<file path="src/verilog/rtc_pkg.sv">
// constants, carriers and state codes of the locked indirect timekeeper port
// assumes one system clock and a processor register bus with one-cycle strobes
//
// Summary of operation
// RQ1: internal timekeeper registers are reached only through key, address and data
// RQ2: internal 0x00-0x03 capture bytes, 0x04 control, 0x05-0x06 oscillator, 0x07 pins
// RQ3: internal 0x08-0x0B are four alarm bytes, writable and readable back
// RQ4: writing 0xA5 then 0xF1 to the key unlocks, with no time limit
// RQ5: wrong key, wrong order or access while locked disables until reset
// RQ6: unlocked allows any number of accesses; any key write locks again
// RQ7: key read returns lock status and never disturbs a sequence in progress
// RQ8: the address field selects the target of following indirect accesses
// RQ9: a data register write starts an indirect write of that byte
// RQ10: writing one to address bit 7 starts an indirect read into data
// RQ11: read data stays in the data register until the next operation
// RQ12: software polls busy until zero unless it keeps the recommended spacing
// RQ13: address and data registers keep their contents through a device reset; the code resets the short strobe bit (bit 4) to on
// RQ14: an indirect access takes 7 cycles, or 6 with short strobe
// RQ15: short strobe is on after reset and set or cleared by address bit 4
// RQ16: with autoread each data register read starts the next indirect read
// RQ17: with autoread software sets busy once and spaces or polls each read
// RQ18: address bit 6 set enables autoread, cleared disables it
// RQ19: address field increments after every capture or alarm access; an address write in the completing cycle replaces the increment
// RQ20: single short read: write address with busy, three idle slots, read
// RQ21: multi-byte short write: set address, then data bytes with one idle slot
// RQ22: pin configuration holds a control that shorts the two crystal pins
// RQ23: alarm match and missing oscillator events are provided to the system
// RQ24: key status 0 locked, 1 first key, 2 unlocked, 3 disabled; then no effect
// RQ25: internal address occupies address register bits 3 to 0
// RQ26: busy reads one during a transfer and clears after the strobe length
package rtc_pkg;

   // -----------------------------------------------------------------
   // processor register bus addresses and key codes
   // -----------------------------------------------------------------
   localparam logic [7:0] SFR_ADR = 8'hAC;
   localparam logic [7:0] SFR_DAT = 8'hAD;
   localparam logic [7:0] SFR_KEY = 8'hAE;
   localparam logic [7:0] KEY_FIRST = 8'hA5;
   localparam logic [7:0] KEY_SECOND = 8'hF1;

   // -----------------------------------------------------------------
   // status codes, address register fields, strobe lengths
   // -----------------------------------------------------------------
   localparam logic [7:0] ST_LOCKED = 8'h00;
   localparam logic [7:0] ST_FIRST = 8'h01;
   localparam logic [7:0] ST_UNLOCKED = 8'h02;
   localparam logic [7:0] ST_DISABLED = 8'h03;
   localparam int ADR_BUSY_BIT = 7;
   localparam int ADR_AUTOREAD_ENABLE_BIT = 6;
   localparam int ADR_SHORT_BIT = 4;
   localparam logic SHORT_RST = 1'b1;
   localparam logic [2:0] STROBE_LONG_CYC = 3'h7;
   localparam logic [2:0] STROBE_SHORT_CYC = 3'h6;

   // -----------------------------------------------------------------
   // internal register map and control fields
   // -----------------------------------------------------------------
   localparam logic [3:0] IA_CAPTURE0 = 4'h0;
   localparam logic [3:0] IA_CAPTURE3 = 4'h3;
   localparam logic [3:0] IA_CONTROL = 4'h4;
   localparam logic [3:0] IA_OSC_CTL = 4'h5;
   localparam logic [3:0] IA_OSC_CFG = 4'h6;
   localparam logic [3:0] IA_PIN_CFG = 4'h7;
   localparam logic [3:0] IA_ALARM0 = 4'h8;
   localparam logic [3:0] IA_ALARM3 = 4'hB;
   localparam int CTL_CAPTURE_BIT = 0;
   localparam int CTL_SET_BIT = 1;
   localparam int CTL_ALARM_EN_BIT = 3;
   localparam int CTL_RUN_BIT = 7;
   localparam int PIN_SHORT_BIT = 7;
   localparam logic [7:0] IREG_RST = 8'h00;

   // -----------------------------------------------------------------
   // carriers
   // -----------------------------------------------------------------
   typedef struct packed {
      logic wr;
      logic rd;
      logic [7:0] addr;
      logic [7:0] wdata;
   } sfr_req_t;

   typedef struct packed {
      logic autoread_enable;
      logic [3:0] addr;
      logic [7:0] data;
   } retained_t;

   typedef enum logic [3:0] {
      LK_LOCKED = 4'b0001,
      LK_FIRST = 4'b0010,
      LK_UNLOCKED = 4'b0100,
      LK_DISABLED = 4'b1000
   } lock_state_t;

endpackage

</file>
<file path="src/verilog/rtc_locked_indirect_access.sv">
// lock-protected indirect access port to a 32-bit timekeeping counter
// assumes bus strobes are one cycle wide and synchronous to i_clk_sys
module rtc_locked_indirect_access (
   // clock and resets
   input wire logic i_clk_sys,
   input wire logic i_arst_n,
   input wire logic i_por_n,
   // processor register bus
   input wire rtc_pkg::sfr_req_t i_sfr,
   output logic [7:0] o_sfr_rdata,
   // timebase and oscillator status
   input wire logic i_rtc_tick,
   input wire logic i_osc_missing,
   // events and pin control
   output logic o_alarm_evt,
   output logic o_osc_missing_evt,
   output logic o_xtal_short
);

   // -----------------------------------------------------------------
   // state
   // -----------------------------------------------------------------
   typedef struct packed {
      rtc_pkg::lock_state_t lock;
      logic short_en;
      logic busy;
      logic [2:0] cnt;
      logic op_wr;
      logic [3:0] op_addr;
      logic [7:0] wbuf;
      logic [11:0][7:0] ireg;
      logic [31:0] counter;
      logic [7:0] rdata;
      logic alm_evt;
      logic osc_evt;
      logic osc_prev;
   } core_state_t;

   core_state_t s_r;
   core_state_t s_nxt;
   rtc_pkg::retained_t ret_r;
   rtc_pkg::retained_t ret_nxt;
   logic key_wr;
   logic key_rd;
   logic adr_wr;
   logic adr_rd;
   logic dat_wr;
   logic dat_rd;
   logic unl;
   logic done;
   logic start;
   logic start_short;

   // -----------------------------------------------------------------
   // helpers
   // -----------------------------------------------------------------
   function automatic logic ia_mapped(input logic [3:0] a);
      ia_mapped = (a <= rtc_pkg::IA_ALARM3);
   endfunction

   // capture and alarm bytes are the only ones that step the address
   function automatic logic ia_multi(input logic [3:0] a);
      ia_multi = (a <= rtc_pkg::IA_CAPTURE3) ||
                 ((a >= rtc_pkg::IA_ALARM0) && (a <= rtc_pkg::IA_ALARM3));
   endfunction

   function automatic logic [7:0] lock_code(input rtc_pkg::lock_state_t l);
      unique case (l)
         rtc_pkg::LK_LOCKED: lock_code = rtc_pkg::ST_LOCKED;
         rtc_pkg::LK_FIRST: lock_code = rtc_pkg::ST_FIRST;
         rtc_pkg::LK_UNLOCKED: lock_code = rtc_pkg::ST_UNLOCKED;
         rtc_pkg::LK_DISABLED: lock_code = rtc_pkg::ST_DISABLED;
         default: lock_code = rtc_pkg::ST_DISABLED;
      endcase
   endfunction

   // -----------------------------------------------------------------
   // bus decode: only three addresses exist on the processor bus
   // -----------------------------------------------------------------
   assign key_wr = i_sfr.wr && (i_sfr.addr == rtc_pkg::SFR_KEY); // RQ1
   assign key_rd = i_sfr.rd && (i_sfr.addr == rtc_pkg::SFR_KEY);
   assign adr_wr = i_sfr.wr && (i_sfr.addr == rtc_pkg::SFR_ADR); // RQ1
   assign adr_rd = i_sfr.rd && (i_sfr.addr == rtc_pkg::SFR_ADR);
   assign dat_wr = i_sfr.wr && (i_sfr.addr == rtc_pkg::SFR_DAT); // RQ1
   assign dat_rd = i_sfr.rd && (i_sfr.addr == rtc_pkg::SFR_DAT);
   assign unl = (s_r.lock == rtc_pkg::LK_UNLOCKED);
   assign done = s_r.busy && (s_r.cnt == 3'h0);

   // a new transfer is refused while one is running
   assign start = unl && !s_r.busy &&
                  ((adr_wr && i_sfr.wdata[rtc_pkg::ADR_BUSY_BIT]) || // RQ10
                   dat_wr || // RQ9
                   (dat_rd && ret_r.autoread_enable)); // RQ16
   assign start_short = adr_wr ? i_sfr.wdata[rtc_pkg::ADR_SHORT_BIT] : s_r.short_en;

   // -----------------------------------------------------------------
   // next state
   // -----------------------------------------------------------------
   always_comb
   begin
      s_nxt = s_r;
      ret_nxt = ret_r;
      s_nxt.alm_evt = 1'b0;
      s_nxt.osc_evt = i_osc_missing && !s_r.osc_prev; // RQ23
      s_nxt.osc_prev = i_osc_missing;

      // lock sequencer; a key read changes nothing here
      if (key_wr)
      begin
         unique case (s_r.lock)
            rtc_pkg::LK_LOCKED: s_nxt.lock = (i_sfr.wdata == rtc_pkg::KEY_FIRST) ?
               rtc_pkg::LK_FIRST : rtc_pkg::LK_DISABLED; // RQ4
            rtc_pkg::LK_FIRST: s_nxt.lock = (i_sfr.wdata == rtc_pkg::KEY_SECOND) ?
               rtc_pkg::LK_UNLOCKED : rtc_pkg::LK_DISABLED; // RQ5
            rtc_pkg::LK_UNLOCKED: s_nxt.lock = rtc_pkg::LK_LOCKED; // RQ6
            rtc_pkg::LK_DISABLED: s_nxt.lock = rtc_pkg::LK_DISABLED; // RQ24
            default: s_nxt.lock = rtc_pkg::LK_DISABLED;
         endcase
      end
      // touching address or data while not unlocked is a violation
      if ((adr_wr || adr_rd || dat_wr || dat_rd) && !unl)
      begin
         s_nxt.lock = rtc_pkg::LK_DISABLED; // RQ5
      end

      // strobe counter and completion of a transfer
      if (s_r.busy)
      begin
         if (s_r.cnt == 3'h0)
         begin
            s_nxt.busy = 1'b0; // RQ26
            if (s_r.op_wr && ia_mapped(s_r.op_addr))
            begin
               s_nxt.ireg[s_r.op_addr] = s_r.wbuf; // RQ2 RQ3
            end
            if (!s_r.op_wr)
            begin
               ret_nxt.data = ia_mapped(s_r.op_addr) ? s_r.ireg[s_r.op_addr] : 8'h00; // RQ11
            end
            if (ia_multi(s_r.op_addr))
            begin
               ret_nxt.addr = s_r.op_addr + 4'h1; // RQ19
            end
         end
         else
         begin
            s_nxt.cnt = s_r.cnt - 3'h1;
         end
      end

      // address register write; a fresh address wins over the increment
      if (unl && adr_wr)
      begin
         ret_nxt.addr = i_sfr.wdata[3:0]; // RQ25
         ret_nxt.autoread_enable = i_sfr.wdata[rtc_pkg::ADR_AUTOREAD_ENABLE_BIT]; // RQ18
         s_nxt.short_en = i_sfr.wdata[rtc_pkg::ADR_SHORT_BIT]; // RQ15
      end
      if (unl && dat_wr && !s_r.busy)
      begin
         ret_nxt.data = i_sfr.wdata; // RQ9
      end

      // launch: the target is latched so a later address write cannot move it
      if (start)
      begin
         s_nxt.busy = 1'b1; // RQ26
         s_nxt.cnt = start_short ? rtc_pkg::STROBE_SHORT_CYC - 3'h1 :
                                   rtc_pkg::STROBE_LONG_CYC - 3'h1; // RQ14
         s_nxt.op_wr = dat_wr;
         s_nxt.op_addr = adr_wr ? i_sfr.wdata[3:0] : ret_r.addr; // RQ8
         s_nxt.wbuf = i_sfr.wdata;
      end

      // counter set and capture requests act once, then clear themselves
      if (s_r.ireg[rtc_pkg::IA_CONTROL][rtc_pkg::CTL_SET_BIT])
      begin
         s_nxt.counter = {s_r.ireg[3], s_r.ireg[2], s_r.ireg[1], s_r.ireg[0]};
         s_nxt.ireg[rtc_pkg::IA_CONTROL][rtc_pkg::CTL_SET_BIT] = 1'b0;
      end
      else if (s_r.ireg[rtc_pkg::IA_CONTROL][rtc_pkg::CTL_RUN_BIT] && i_rtc_tick)
      begin
         s_nxt.counter = s_r.counter + 32'h0000_0001;
         s_nxt.alm_evt = s_r.ireg[rtc_pkg::IA_CONTROL][rtc_pkg::CTL_ALARM_EN_BIT] &&
            ((s_r.counter + 32'h0000_0001) ==
             {s_r.ireg[11], s_r.ireg[10], s_r.ireg[9], s_r.ireg[8]}); // RQ23
      end
      if (s_r.ireg[rtc_pkg::IA_CONTROL][rtc_pkg::CTL_CAPTURE_BIT])
      begin
         {s_nxt.ireg[3], s_nxt.ireg[2], s_nxt.ireg[1], s_nxt.ireg[0]} = s_r.counter;
         s_nxt.ireg[rtc_pkg::IA_CONTROL][rtc_pkg::CTL_CAPTURE_BIT] = 1'b0;
      end

      // read answer, registered; address and data read zero unless unlocked
      if (key_rd)
      begin
         s_nxt.rdata = lock_code(s_r.lock); // RQ7 RQ24
      end
      else if (adr_rd)
      begin
         s_nxt.rdata = unl ? {s_r.busy, ret_r.autoread_enable, 1'b0, s_r.short_en, ret_r.addr} :
                             8'h00; // RQ26
      end
      else if (dat_rd)
      begin
         s_nxt.rdata = unl ? ret_r.data : 8'h00; // RQ11
      end
   end

   // -----------------------------------------------------------------
   // registers
   // -----------------------------------------------------------------
   always_ff @(posedge i_clk_sys or negedge i_arst_n)
   begin
      if (!i_arst_n)
      begin
         s_r <= '0;
         s_r.lock <= rtc_pkg::LK_LOCKED;
         s_r.short_en <= rtc_pkg::SHORT_RST; // RQ15
         s_r.ireg <= {12{rtc_pkg::IREG_RST}};
      end
      else
      begin
         s_r <= s_nxt;
      end
   end

   // address and data sit on the power-on reset only
   rtc_retained_regs rtc_retained_regs_i (
      .i_clk_sys(i_clk_sys),
      .i_por_n(i_por_n),
      .i_ret_nxt(ret_nxt),
      .o_ret_r(ret_r)
   );

   // -----------------------------------------------------------------
   // outputs
   // -----------------------------------------------------------------
   assign o_sfr_rdata = s_r.rdata;
   assign o_alarm_evt = s_r.alm_evt;
   assign o_osc_missing_evt = s_r.osc_evt;
   // bit 7 only; the other pin bits are stored but steer nothing
   assign o_xtal_short = s_r.ireg[rtc_pkg::IA_PIN_CFG][rtc_pkg::PIN_SHORT_BIT]; // RQ22
endmodule

</file>
<file path="src/verilog/rtc_retained_regs.sv">
// address and data interface registers that survive a device reset
// assumes i_por_n is the power-on reset, asserted only when supply comes up
module rtc_retained_regs (
   // clock and power-on reset
   input wire logic i_clk_sys,
   input wire logic i_por_n,
   // next value from the access engine
   input wire rtc_pkg::retained_t i_ret_nxt,
   // held value
   output rtc_pkg::retained_t o_ret_r
);

   typedef struct packed {
      rtc_pkg::retained_t ret;
   } ret_state_t;

   ret_state_t s_r;
   ret_state_t s_nxt;

   // next state simply follows the engine
   always_comb
   begin
      s_nxt = s_r;
      s_nxt.ret = i_ret_nxt;
   end

   // only power-on clears these, a device reset leaves them alone
   always_ff @(posedge i_clk_sys or negedge i_por_n)
   begin
      if (!i_por_n)
      begin
         s_r <= '0;
      end
      else
      begin
         s_r <= s_nxt; // RQ13
      end
   end

   assign o_ret_r = s_r.ret;

endmodule
</file>
<file path="config.mk">
export PLATFORM = sky130hd
export DESIGN_NAME = rtc_locked_indirect_access
export DESIGN_NICKNAME = d
export VERILOG_FILES = /design/src/verilog/rtc_pkg.sv /design/src/verilog/rtc_locked_indirect_access.sv /design/src/verilog/rtc_retained_regs.sv
export SDC_FILE = /design/constraint.sdc
export NUM_CORES = 1
export LEC_CHECK = 0
export ABC_AREA = 1
export BUFFER_PORTS_ARGS = -buffer_cell sky130_fd_sc_hd__buf_2
export CELL_PAD_IN_SITES_DETAIL_PLACEMENT = 1
export CELL_PAD_IN_SITES_GLOBAL_PLACEMENT = 2
export CORE_UTILIZATION = 30
export DETAILED_ROUTE_END_ITERATION = 6
export PLACE_DENSITY_LB_ADDON = 0.1
export SKIP_LAST_GASP = 1
export SLEW_MARGIN = 25
export SYNTH_ARGS = -nofsm -noshare
export SYNTH_HDL_FRONTEND = slang
export SYNTH_HIERARCHICAL = 1
export SYNTH_SLANG_ARGS = --single-unit
</file>
<file path="constraint.sdc">
create_clock -name i_clk_sys -period 3.4 [get_ports i_clk_sys]
set_input_delay 0.51 -clock i_clk_sys [delete_from_list [all_inputs] [get_ports i_clk_sys]]
set_output_delay 0.51 -clock i_clk_sys [all_outputs]
set_load 0.05 [all_outputs]
</file>
==> impl_metrics.toml, run 1 <==
[outcome]
run_status = "finished, final reports clean"

[critical_path]
crit_path_cell_trace = "inv_1 -> ha_1 -> inv_1 -> nor2_1 -> nand2_1 -> nor3_2 -> nand3_1 -> nand2_1 -> o221ai_1"
worst_setup_path_startpoint = "s_r[152]$_DFFE_PN0P_"
cp-start-kind = "register"
worstPathMaxFanout = 12
critical-path-max-stage-delay_ns = 0.63
r2r_setup_slack_ns = 0.47
cp.buffers_inverters = 2
critPathRequiredTime_ns = 3.70
r2r_end = "s_r[68]$_DFFE_PN0P_"
crit_end = "s_r[68]$_DFFE_PN0P_"
endpoint_kind = "register"
timing.critical_path.max_delay_family = "simple AND/OR/NAND/NOR gates"
crit_type = "register to register"
worst_ep_arrival_time_ns = 3.23
reg2reg_depth = 9
crit_slowest_cell = "sky130_fd_sc_hd__nor3_2"
reg2reg_from = "s_r[152]$_DFFE_PN0P_"
path_depth = 9

[route]
routed_wire_length_um = 40000
met3_wirelength_um = 1800
vias_per_cell = 5.16
post_drt_wl_per_cell_um = 22.2
detailroute.via_count = 9312
drt_iter0_markers = 609
route.detailed.drc = 0
drt-pass1-iter-count = 5
dr_wl_met2_um = 17600
highest-signal-layer = "met4"
met1_length_um = 19800
antenna_violating_nets_post_route = 0

[layout]
fin_nets = 1380
diode_insertion_count_for_antenna_repair = 0
synthToLayoutAreaGrowth_pct = 12.7
proportion_of_layout_cells_with_a_drive_suffix_above_1_pct = 8.15
design_area_sq_um = 11200

[yosys]
synthTopCellsByCount = "sky130_fd_sc_hd__nand2_1 (404), sky130_fd_sc_hd__dfrtp_1 (172), sky130_fd_sc_hd__o21ai_0 (161), sky130_fd_sc_hd__inv_1 (153), sky130_fd_sc_hd__nand3_1 (93)"
ys_seq_elements = 174
synth_top_cell_by_area = "sky130_fd_sc_hd__dfrtp_1"
synth.most_common_cell = "sky130_fd_sc_hd__nand2_1"
synth_top_area_share_pct = 43.3
synthesis.area_sq_um = 9940
synthDistinctLibCells = 41
syn-mean-instance-area_sq_um = 7.43
postSynthCellCount = 1338
post_synth_main_area_contributors = "sky130_fd_sc_hd__dfrtp_1 (43%), sky130_fd_sc_hd__nand2_1 (15%), sky130_fd_sc_hd__o21ai_0 (8.1%)"
post_synth_net_total = 1368
seq_area_frac_synth_pct = 43.8
synth_warnings = 6
synthArstFlopShare_pct = 100
synth-edff-count = 0
ys.flop_type = "sky130_fd_sc_hd__dfrtp_1"

[die]
die_height_um = 184
fp.dieArea_sq_um = 33900
fp.dieW_um = 184
ioPinCount = 34
core.rowCount = 66
effective_utilization_at_floorplan_pct = 30.5
core_area_sq_um = 32500

[flow_run]
drv.max_cap_violation_count = 0

[cts]
cts_tree = "built"
clock_path_buffers = 2
clkTransAtPathRegs_ns = 0.07
clockRootBuffer = "sky130_fd_sc_hd__clkbuf_16"
post_cts_resized = 0
numClockSinks = 174
clk_latency_worst_skew_pair_ns = 0.44
h-tree-depth = 4
cts_setup_buffers = 0
cts_buffer_count = 17

[grt]
track_usage_pct = 24.8
grt-ovfl-total = 0
grt_first_pass_wirelength_um = 61200
largest_net_degree_at_the_start_of_global_routing = 61
grt_antenna_before_repair = 2
vias_in_the_first_global_route = 9468

[sta]
maxSlewViolCount = 0
tightestPinTransition_ns = 1.03
grt_setup_unrepaired = "no"
clock.fmax_mhz = 341
timing_hold_violations_final = 0
timing.final.crit_period_ns = 2.93
totalNegativeSetupSlack_ns = 0
period_share_pct = 86.3
clock-skew-final_ns = 0.0114
max-slew-margin-rel_pct = 30.9
setup_viol = 0

[placement]
placedInstanceArea_sq_um = 10600
dpl.hpwl_um = 29700
routabilityCongestion = 0.878
buffer_ports.inserted = 33

[power_and_ir_drop]
peakVddDrop_uv = 364
p_leak_nw = 5.58
powerDensity_nw_per_um2 = 396

[min_path]
hold_class = "input pin to asynchronous set/reset pin"
-- repair_timing --
action | in CTS | in global routing
hold buffers | 1 | 0
endpoints found under the setup margin | 0 | 0
hold endpoints to repair | 13 | 0
-- worst min path at each step --
stage	to	slack, ns	cells after the start
global placement	o_osc_missing_evt$_DFF_PN0_	0.39	1
detailed placement	o_osc_missing_evt$_DFF_PN0_	0.39	1
CTS	s_r[29]$_DFFE_PN0P_	0.05	1
global route	s_r[125]$_DFFE_PN0P_	0.06	1
floorplan	o_alarm_evt$_DFF_PN0_	0.21	0
finish	s_r[29]$_DFFE_PN0P_	0.04	1
-- sequential cells by signal, summed over array words and instances, names as in the netlist --
name and flops:
s_r 150, o_osc_missing_evt 1, rtc_retained_regs_i/o_ret_r 13, o_xtal_short 1, o_sfr_rdata 8, o_alarm_evt 1
-- power breakdown --
part	internal (mW)	switching [mW]
Sequential	2.08	0.0108
Combinational	0.0318	0.102
Clock	1.32	0.887
Total	3.43	1.00
-- routing by layer --
metal	track usage [%]	vias to the layer above
met1	35.8	4672
met4	6.77	0
met2	37.7	162
li1	-	4448
met3	4.52	30
met5	0	-
-- logic make-up (layout without fill, tap and decap cells) --
group           Yosys count  count (layout)  share of synthesized area [%]
buf+inv                 212             236                           8.40
fa+ha+maj                 7               7                          0.881
simple gates            632             632                           27.7
compound gates          300             300                           17.8
mux                       4               4                          0.415
flops                   174             174                           43.8
xor+xnor                  9               9                          0.932
-- layout make-up --
| cell class | instances | area (sq um) |
|---|---|---|
| Fill cell | 4024 | 21300 |
| Multi-Input combinational cell | 952 | 4750 |
| Sequential cell | 174 | 4360 |
| Inverter | 156 | 586 |
| Tap cell | 442 | 553 |
| Clock buffer | 21 | 450 |
| Timing Repair Buffer | 49 | 319 |
| Clock inverter | 10 | 188 |
-- metrics by stage --
| stage | total power [mW] | setup WS [ns] | hold slack (ns) | utilization, % | cells |
|---|---|---|---|---|---|
| 5_1_grt | 4.59 | 0.267 | 0.0635 | 34.4 | 1804 |
| 3_3_place_gp | 2.27 | 0.452 | 0.386 | 32.4 | 1772 |
| 2_1_floorplan | 2.18 | 1.53 | 0.214 | - | 1338 |
| 4_1_cts | 4.49 | 0.412 | 0.0536 | 34.4 | 1804 |
| 6_report | 4.43 | 0.467 | 0.0379 | 34.4 | 1804 |
| 3_5_place_dp | 2.27 | 0.414 | 0.389 | 32.4 | 1772 |
-- cell usage in the layout, fill, tap and decap left out, types with 2 or more instances in the layout --
cell and instances:
sky130_fd_sc_hd__o21ai_0 161, sky130_fd_sc_hd__a21oi_1 49, sky130_fd_sc_hd__buf_4 13, sky130_fd_sc_hd__clkbuf_16 17, sky130_fd_sc_hd__ha_1 7, sky130_fd_sc_hd__mux2i_1 3
sky130_fd_sc_hd__clkinv_1 3, sky130_fd_sc_hd__nor2_4 4, sky130_fd_sc_hd__nor2_8 4, sky130_fd_sc_hd__inv_1 153, sky130_fd_sc_hd__clkinvlp_4 2, sky130_fd_sc_hd__nor2_2 6
sky130_fd_sc_hd__dfstp_2 2, sky130_fd_sc_hd__o22ai_1 7, sky130_fd_sc_hd__a22oi_1 6, sky130_fd_sc_hd__clkbuf_1 3, sky130_fd_sc_hd__clkinv_4 2, sky130_fd_sc_hd__o31ai_1 2
sky130_fd_sc_hd__nand2_2 7, sky130_fd_sc_hd__xor2_1 6, sky130_fd_sc_hd__buf_2 32, sky130_fd_sc_hd__nand2_4 3, sky130_fd_sc_hd__dfrtp_1 172, sky130_fd_sc_hd__o211ai_1 15
sky130_fd_sc_hd__nand4_1 7, sky130_fd_sc_hd__o21ai_1 4, sky130_fd_sc_hd__nand3_1 93, sky130_fd_sc_hd__nor4_1 5, sky130_fd_sc_hd__buf_12 2, sky130_fd_sc_hd__nand2_1 404
sky130_fd_sc_hd__xnor2_1 2, sky130_fd_sc_hd__bufinv_16 5, sky130_fd_sc_hd__nor3_1 5, sky130_fd_sc_hd__nor2_1 81, sky130_fd_sc_hd__nand3_2 3, sky130_fd_sc_hd__o221ai_1 53
sky130_fd_sc_hd__nand3b_1 5, sky130_fd_sc_hd__o21bai_1 2
Power figures use the tool's default switching activity.
==> run 2, diff against run 1 <==
--- a/config.mk
+++ b/config.mk
@@ -7,6 +7,7 @@
 export LEC_CHECK = 0
 export ABC_AREA = 1
 export BUFFER_PORTS_ARGS = -buffer_cell sky130_fd_sc_hd__buf_2
+export CAP_MARGIN = 20
 export CELL_PAD_IN_SITES_DETAIL_PLACEMENT = 1
 export CELL_PAD_IN_SITES_GLOBAL_PLACEMENT = 2
 export CORE_UTILIZATION = 30
@@ -16,5 +17,4 @@
 export SLEW_MARGIN = 25
 export SYNTH_ARGS = -nofsm -noshare
 export SYNTH_HDL_FRONTEND = slang
-export SYNTH_HIERARCHICAL = 1
 export SYNTH_SLANG_ARGS = --single-unit
==> constraint.sdc (replaced) <==
create_clock -name i_clk_sys -period 3.5 [get_ports i_clk_sys]
set_input_delay 0.525 -clock i_clk_sys [delete_from_list [all_inputs] [get_ports i_clk_sys]]
set_output_delay 0.525 -clock i_clk_sys [all_outputs]
set_load 0.05 [all_outputs]
==> run 2 against run 1 <==
  * Cell count is 1.4% lower
  * Global-route usage barely moved
  * Synthesized area down 1.3%
  * Sequential power fell by 3%
  * Setup slack gained 0.42 ns
  * Combinational power is 15% lower
  * Critical path depth did not move
  * Largest cell class unchanged
  * Routed wire length down 0.87%
  * Flip-flop and latch count did not move
  * Largest power group is now sequential cells
  * Highest routed layer unchanged
  * Clock power fell by 9%
  * Total power down 6.0%
  * Die area is 1.3% lower
==> impl_metrics.toml, run 2 <==
[power_and_ir_drop]
peakVddDrop_uv = 371
finalPower_mw = 4.17
p_leak_nw = 5.60
powerDensity_nw_per_um2 = 376

[cts]
numClockSinks = 174
post_cts_resized = 0
cts_hold_repair.buffers = 1
cts_buffer_count = 17
cts_tree = "built"
clock_path_buffers = 2
clockRootBuffer = "sky130_fd_sc_hd__clkbuf_16"
h-tree-depth = 4
clk_latency_worst_skew_pair_ns = 0.46
clkTransAtPathRegs_ns = 0.07
cts_setup_buffers = 0

[critical_path]
critPathRequiredTime_ns = 3.81
crit_type = "register to register"
critical-path-max-stage-delay_ns = 0.54
worstPathMaxFanout = 9
cp-start-kind = "register"
crit_path_cell_trace = "inv_1 -> ha_1 -> inv_1 -> nor3_2 -> nand2_1 -> inv_2 -> nand3_1 -> nand2_1 -> o221ai_1"
worst_ep_arrival_time_ns = 2.92
crit_slowest_cell = "sky130_fd_sc_hd__nand2_1"
worst_setup_path_startpoint = "s_r[152]$_DFFE_PN0P_"
reg2reg_from = "s_r[152]$_DFFE_PN0P_"
endpoint_kind = "register"

[route]
antenna_violating_nets_post_route = 0
routed_wire_length_um = 39600
detailroute.via_count = 9170
route.detailed.drc = 0
drt-pass1-iter-count = 5
post_drt_wl_per_cell_um = 22.3
vias_per_cell = 5.15
drt_iter0_markers = 562

[sta]
max-slew-margin-rel_pct = 49.3
setup_viol = 0
period_share_pct = 74.8
maxSlewViolCount = 0
clock.fmax_mhz = 382
fin_hold_ws_ns = 0.0451
clock-skew-final_ns = 0.0145
timing_hold_violations_final = 0
grt_setup_unrepaired = "no"
timing.final.crit_period_ns = 2.62
tightestPinTransition_ns = 0.759
totalNegativeSetupSlack_ns = 0

[grt]
track_usage_pct = 24.8
grt_antenna_before_repair = 1
grt_first_pass_wirelength_um = 60400
largest_net_degree_at_the_start_of_global_routing = 162
grt-ovfl-total = 0
vias_in_the_first_global_route = 9370

[flow_run]
drv.max_cap_violation_count = 0

[yosys]
synthDistinctLibCells = 43
synth_warnings = 0
ys.flop_type = "sky130_fd_sc_hd__dfrtp_1"
seq_area_frac_synth_pct = 44.4
synthArstFlopShare_pct = 100
synth-edff-count = 0
syn-mean-instance-area_sq_um = 7.46
synthesis.area_sq_um = 9810
post_synth_main_area_contributors = "sky130_fd_sc_hd__dfrtp_1 (44%), sky130_fd_sc_hd__nand2_1 (15%), sky130_fd_sc_hd__o21ai_0 (8.1%)"
synthTopCellsByCount = "sky130_fd_sc_hd__nand2_1 (394), sky130_fd_sc_hd__dfrtp_1 (172), sky130_fd_sc_hd__o21ai_0 (159), sky130_fd_sc_hd__inv_1 (142), sky130_fd_sc_hd__nand3_1 (95)"
synth_top_cell_by_area = "sky130_fd_sc_hd__dfrtp_1"
postSynthCellCount = 1315
synth.most_common_cell = "sky130_fd_sc_hd__nand2_1"
synth_top_area_share_pct = 43.9
ys_seq_elements = 174
post_synth_net_total = 1345

[layout]
top_register = "s_r"
synthToLayoutAreaGrowth_pct = 12.8
proportion_of_layout_cells_with_a_drive_suffix_above_1_pct = 8.33
diode_insertion_count_for_antenna_repair = 0
fin_nets = 1361
finish.utilization_pct = 34.7
final_common_cell = "sky130_fd_sc_hd__nand2_1"
largest_reg_flops = 150
layout_common_cells = "sky130_fd_sc_hd__nand2_1 (394), sky130_fd_sc_hd__dfrtp_1 (172), sky130_fd_sc_hd__o21ai_0 (159)"
design_area_sq_um = 11100

[min_path]
hold_class = "input pin to asynchronous set/reset pin"

[die]
effective_utilization_at_floorplan_pct = 30.8
ioPinCount = 34
core_area_sq_um = 31900
fp.dieArea_sq_um = 33400
die_height_um = 183
core.rowCount = 65
fp.dieW_um = 183

[placement]
dpl.hpwl_um = 29000
routabilityCongestion = 0.819
placedInstanceArea_sq_um = 10400
buffer_ports.inserted = 33

[outcome]
run_status = "finished, final reports clean"
-- run 2: cell count changes after synthesis, sizes merged, moves of 6 or more --
cell / before / now
o221ai: 53 / 69
nand2: 414 / 399
a21oi: 50 / 38
o211ai: 15 / 5
nor2: 95 / 104
inv: 153 / 147
-- run 2: cell families after synthesis --
group	Yosys count	share of synthesized area [%]
buffers and inverters	205	8.24
adder cells (fa/ha/maj)	7	0.893
AND/OR/NAND/NOR	626	26.9
flip-flops	174	44.4
multiplexers	2	0.204
AO/OA/AOI/OAI	292	18.1
XOR/XNOR	9	1.24
-- run 2: worst paths after layout --
check / to / slack, ns / cells past startpoint
min: o_alarm_evt$_DFF_PN0_ / 0.05 / 2
min reg2reg: o_osc_missing_evt$_DFF_PN0_ / 0.40 / 1
max reg2reg: s_r[64]$_DFFE_PN0P_ / 0.88 / 9
max in group asynchronous: s_r[108]$_DFFE_PN0P_ / 2.60 / 3
min in group i_clk_sys: s_r[0]$_DFF_PN0_ / 0.18 / 1
max: s_r[64]$_DFFE_PN0P_ / 0.88 / 9
-- run 2: cell type report --
cell class | count | area (sq um)
Clock buffer | 19 | 453
Clock inverter | 13 | 154
Fill cell | 3979 | 20800
Inverter | 150 | 563
Multi-Input combinational cell | 936 | 4650
Sequential cell | 174 | 4360
Tap cell | 435 | 544
Timing Repair Buffer | 52 | 349
-- run 2: critical path: cells and delay by family, from the launching register on --
kind / cells / cell delay (ns)
DFF: 1 / 0.38
buffers and inverters: 3 / 0.31
and+or+nand+nor: 4 / 1.44
AOI/OAI and AO/OA: 1 / 0.17
adders and majority gates: 1 / 0.15
-- run 2: report_power, final --
group | internal [mW] | switching, mW
Sequential | 2.02 | 0.00782
Clock | 1.11 | 0.918
Combinational | 0.0289 | 0.0855
-- run 2: metrics by stage --
step / std cells / setup slack, ns
floorplan: 1315 / 1.54
global placement: 1745 / 1.05
detailed placement: 1745 / 0.983
CTS: 1778 / 0.931
global route: 1779 / 0.695
finish: 1779 / 0.882
-- run 2: routing by layer --
metal	up-vias	track usage [%]	share of wire (%)
met5	-	0	0
met1	4569	35.9	50
li1	4413	-	-
met3	38	3.95	3.7
met4	0	8.17	2.1
met2	150	37.4	44
==> run 3, diff against run 2 <==
--- a/config.mk
+++ b/config.mk
@@ -5,7 +5,7 @@
 export SDC_FILE = /design/constraint.sdc
 export NUM_CORES = 1
 export LEC_CHECK = 0
-export ABC_AREA = 1
+export ABC_AREA = 0
 export BUFFER_PORTS_ARGS = -buffer_cell sky130_fd_sc_hd__buf_2
 export CAP_MARGIN = 20
 export CELL_PAD_IN_SITES_DETAIL_PLACEMENT = 1
==> constraint.sdc (replaced) <==
create_clock -name i_clk_sys -period 2.55 [get_ports i_clk_sys]
set_input_delay 0.3825 -clock i_clk_sys [delete_from_list [all_inputs] [get_ports i_clk_sys]]
set_output_delay 0.3825 -clock i_clk_sys [all_outputs]
set_load 0.05 [all_outputs]
==> run 3 against run 2 <==
  * Global-route usage fell by 3.4 points
  * Critical endpoint is now o_alarm_evt$_DFF_PN0_
  * Worst hold slack better by 0.0051 ns
  * Critical path depth decreased by 1
  * Largest power group unchanged
  * Design area grew 1.7%
  * Highest routed layer unchanged
  * Largest cell class unchanged
  * Cell count decreased by 21%
  * Clock power grew 25%
  * Routed wire length shrank 16%
  * Count of clock-buffer cells in the layout did not move
==> impl_metrics.toml, run 3 <==
[power_and_ir_drop]
p_leak_nw = 5.12
p_clk_share_pct = 46.4
p_switching_mw = 1.35
comb_power_share_pct = 2.6
finalPower_mw = 5.45
power.internal_mw = 4.11
power_frac_seq_pct = 51.0
switching_power_share_of_the_total_pct = 24.7
powerDensity_nw_per_um2 = 485
peakVddDrop_uv = 442

[route]
drt_iter0_markers = 486
antenna_violating_nets_post_route = 0
route.detailed.drc = 0
vias_per_cell = 5.19
routed_wire_length_um = 33400
detailroute.via_count = 7297
drt-pass1-iter-count = 4
post_drt_wl_per_cell_um = 23.8

[sta]
period_share_pct = 96.6
max-slew-margin-rel_pct = 51.8
maxSlewViolCount = 0
clock.fmax_mhz = 406
fin_hold_ws_ns = 0.0502
clock-skew-final_ns = 0.0137
totalNegativeSetupSlack_ns = 0
tightestPinTransition_ns = 0.724
setup_viol = 0
timing.final.crit_period_ns = 2.46
timing_hold_violations_final = 0
final_critical_path_setup_slack_ns = 0.0858

[outcome]
run_status = "finished, final reports clean"

[min_path]
timing.hold.worst_path_depth = 1
hold_class = "input pin to register"
holdCritStartpoint = "i_osc_missing"
min_delay_worst_endpoint = "s_r[0]$_DFF_PN0_"

[cts]
cts_buffer_count = 17
h-tree-depth = 4
clk_latency_worst_skew_pair_ns = 0.45
clkTransAtPathRegs_ns = 0.07
numClockSinks = 174
clockRootBuffer = "sky130_fd_sc_hd__clkbuf_16"
cts_tree = "built"
clock_path_buffers = 2

[placement]
dpl.hpwl_um = 24100
routabilityCongestion = 0.844
place_worst_setup_slack_ns = 0.0690
placedInstanceArea_sq_um = 10700
placedCellCount = 1372
buffer_ports.inserted = 33

[yosys]
syn-mean-instance-area_sq_um = 10.4
post_synth_main_area_contributors = "sky130_fd_sc_hd__dfrtp_1 (44%), sky130_fd_sc_hd__mux2_2 (8.6%), sky130_fd_sc_hd__mux2i_1 (5.9%)"
post_synth_net_total = 962
synthArstFlopShare_pct = 100
postSynthCellCount = 932
synthDistinctLibCells = 64
synth-edff-count = 0
synthesis.area_sq_um = 9680
ys.flop_type = "sky130_fd_sc_hd__dfrtp_1"
ys_seq_elements = 174
synth_top_area_share_pct = 44.5
synthTopCellsByCount = "sky130_fd_sc_hd__dfrtp_1 (172), sky130_fd_sc_hd__nand2_1 (135), sky130_fd_sc_hd__o21ai_0 (85), sky130_fd_sc_hd__mux2_2 (74), sky130_fd_sc_hd__mux2i_1 (57)"
synth.most_common_cell = "sky130_fd_sc_hd__dfrtp_1"
synth_top_cell_by_area = "sky130_fd_sc_hd__dfrtp_1"
seq_area_frac_synth_pct = 45.0
synth_warnings = 0

[die]
effective_utilization_at_floorplan_pct = 30.6
fp.dieArea_sq_um = 33000
fp.dieW_um = 182
core_area_sq_um = 31600
die_height_um = 182
core.rowCount = 65
ioPinCount = 34

[critical_path]
crit_path_cell_trace = "nand4_1 -> nor4_1 -> buf_4 -> nand3_1 -> or3_1 -> xnor2_1 -> a311o_1 -> nor4_2"
timing.critical_path.max_delay_family = "simple AND/OR/NAND/NOR gates"
worstPathMaxFanout = 9
critPathRequiredTime_ns = 2.91
cp-start-kind = "register"
critical-path-max-stage-delay_ns = 0.52
r2r_setup_slack_ns = 0.09
crit_slowest_cell = "sky130_fd_sc_hd__dfrtp_1"
r2r_end = "o_alarm_evt$_DFF_PN0_"
reg2reg_depth = 8
endpoint_kind = "register"
cp.buffers_inverters = 1
reg2reg_from = "s_r[13]$_DFFE_PN0P_"
worst_ep_arrival_time_ns = 2.82
crit_type = "register to register"

[grt]
grt_antenna_before_repair = 0
track_usage_pct = 21.4
largest_net_degree_at_the_start_of_global_routing = 67
grt_first_pass_wirelength_um = 51700
vias_in_the_first_global_route = 7851
grt-ovfl-total = 0

[layout]
top_register = "s_r"
diode_insertion_count_for_antenna_repair = 0
largest_reg_flops = 150
synthToLayoutAreaGrowth_pct = 16.3
stdcell_count = 1406
finish.utilization_pct = 35.6
layout_common_cells = "sky130_fd_sc_hd__dfrtp_1 (168), sky130_fd_sc_hd__nand2_1 (135), sky130_fd_sc_hd__o21ai_0 (85)"
proportion_of_layout_cells_with_a_drive_suffix_above_1_pct = 26.1
design_area_sq_um = 11300
fin_nets = 1021
final_common_cell = "sky130_fd_sc_hd__dfrtp_1"

[flow_run]
drv.max_cap_violation_count = 0
==> run 3: cell types whose count changed in the layout (fill, tap and decap cells not counted), sizes merged, moves of 68 or more <==
cell / before / now
inv: 151 / 21
o21ai: 161 / 85
nand2: 399 / 137
mux2: 0 / 74
nand3: 96 / 21
o221ai: 69 / 1
==> run 3: power groups by stage <==
stage	Combinational [mW]	Sequential (mW)	Clock, mW
5_1_grt	0.164	2.78	2.73
4_1_cts	0.151	2.78	2.62
6_report	0.144	2.78	2.53
2_1_floorplan	0.0340	2.83	0
3_5_place_dp	0.149	2.83	0
3_3_place_gp	0.148	2.83	0
==> run 3: layout make-up <==
class	count	area, sq um
Clock buffer	19	443
Timing Repair Buffer	111	825
Fill cell	3527	20400
Clock inverter	13	108
Multi-Input combinational cell	671	4950
Tap cell	402	503
Inverter	16	60.1
Sequential cell	174	4360
==> run 3: logic make-up (layout without fill, tap and decap cells) <==
| logic type | after synthesis | after routing | share of synthesized area [%] |
|---|---|---|---|
| AO/OA/AOI/OAI | 144 | 144 | 8.61 |
| XOR/XNOR | 72 | 72 | 6.52 |
| adder cells (fa/ha/maj) | 7 | 7 | 0.905 |
| buffers and inverters | 87 | 159 | 4.02 |
| flip-flops | 174 | 174 | 45.0 |
| multiplexers | 155 | 155 | 20.1 |
| AND/OR/NAND/NOR | 293 | 293 | 14.8 |
==> run 3: repair_timing <==
action | CTS | global route
hold buffers | 2 | 0
endpoints found under the setup margin | 0 | 4
buffers inserted | 0 | 0
gates resized for setup | 0 | 6
endpoints found under the hold margin | 56 | 0
==> run 3: layer usage <==
metal | GRT usage (%) | vias up | wire, um
met3 | 2.63 | 27 | 703
met1 | 31.3 | 3758 | 17000
met4 | 6.47 | 0 | 550
met2 | 32.7 | 87 | 15200
met5 | 0 | - | 0
li1 | - | 3425 | -
==> run 3: worst reg2reg max path, cell delays in order, from the launching register on <==
cell                      delay [ns]
sky130_fd_sc_hd__dfrtp_1        0.52
sky130_fd_sc_hd__nand4_1        0.31
sky130_fd_sc_hd__nor4_1         0.32
sky130_fd_sc_hd__buf_4          0.17
sky130_fd_sc_hd__nand3_1        0.07
sky130_fd_sc_hd__or3_1          0.38
sky130_fd_sc_hd__xnor2_1        0.16
sky130_fd_sc_hd__a311o_1        0.31
sky130_fd_sc_hd__nor4_2         0.14
==> run 3: worst max path at each step <==
| stage | endpoint | depth (start not counted) | from |
|---|---|---|---|
| 2_1_floorplan | rtc_retained_regs_i.o_ret_r[0]$_DFFE_PN0P_ | 8 | i_sfr[12] |
| 3_3_place_gp | o_alarm_evt$_DFF_PN0_ | 8 | s_r[11]$_DFFE_PN0P_ |
| 3_5_place_dp | o_alarm_evt$_DFF_PN0_ | 8 | s_r[11]$_DFFE_PN0P_ |
| 4_1_cts | o_alarm_evt$_DFF_PN0_ | 8 | s_r[11]$_DFFE_PN0P_ |
| 5_1_grt | o_alarm_evt$_DFF_PN0_ | 8 | s_r[13]$_DFFE_PN0P_ |
| 6_report | o_alarm_evt$_DFF_PN0_ | 8 | s_r[13]$_DFFE_PN0P_ |
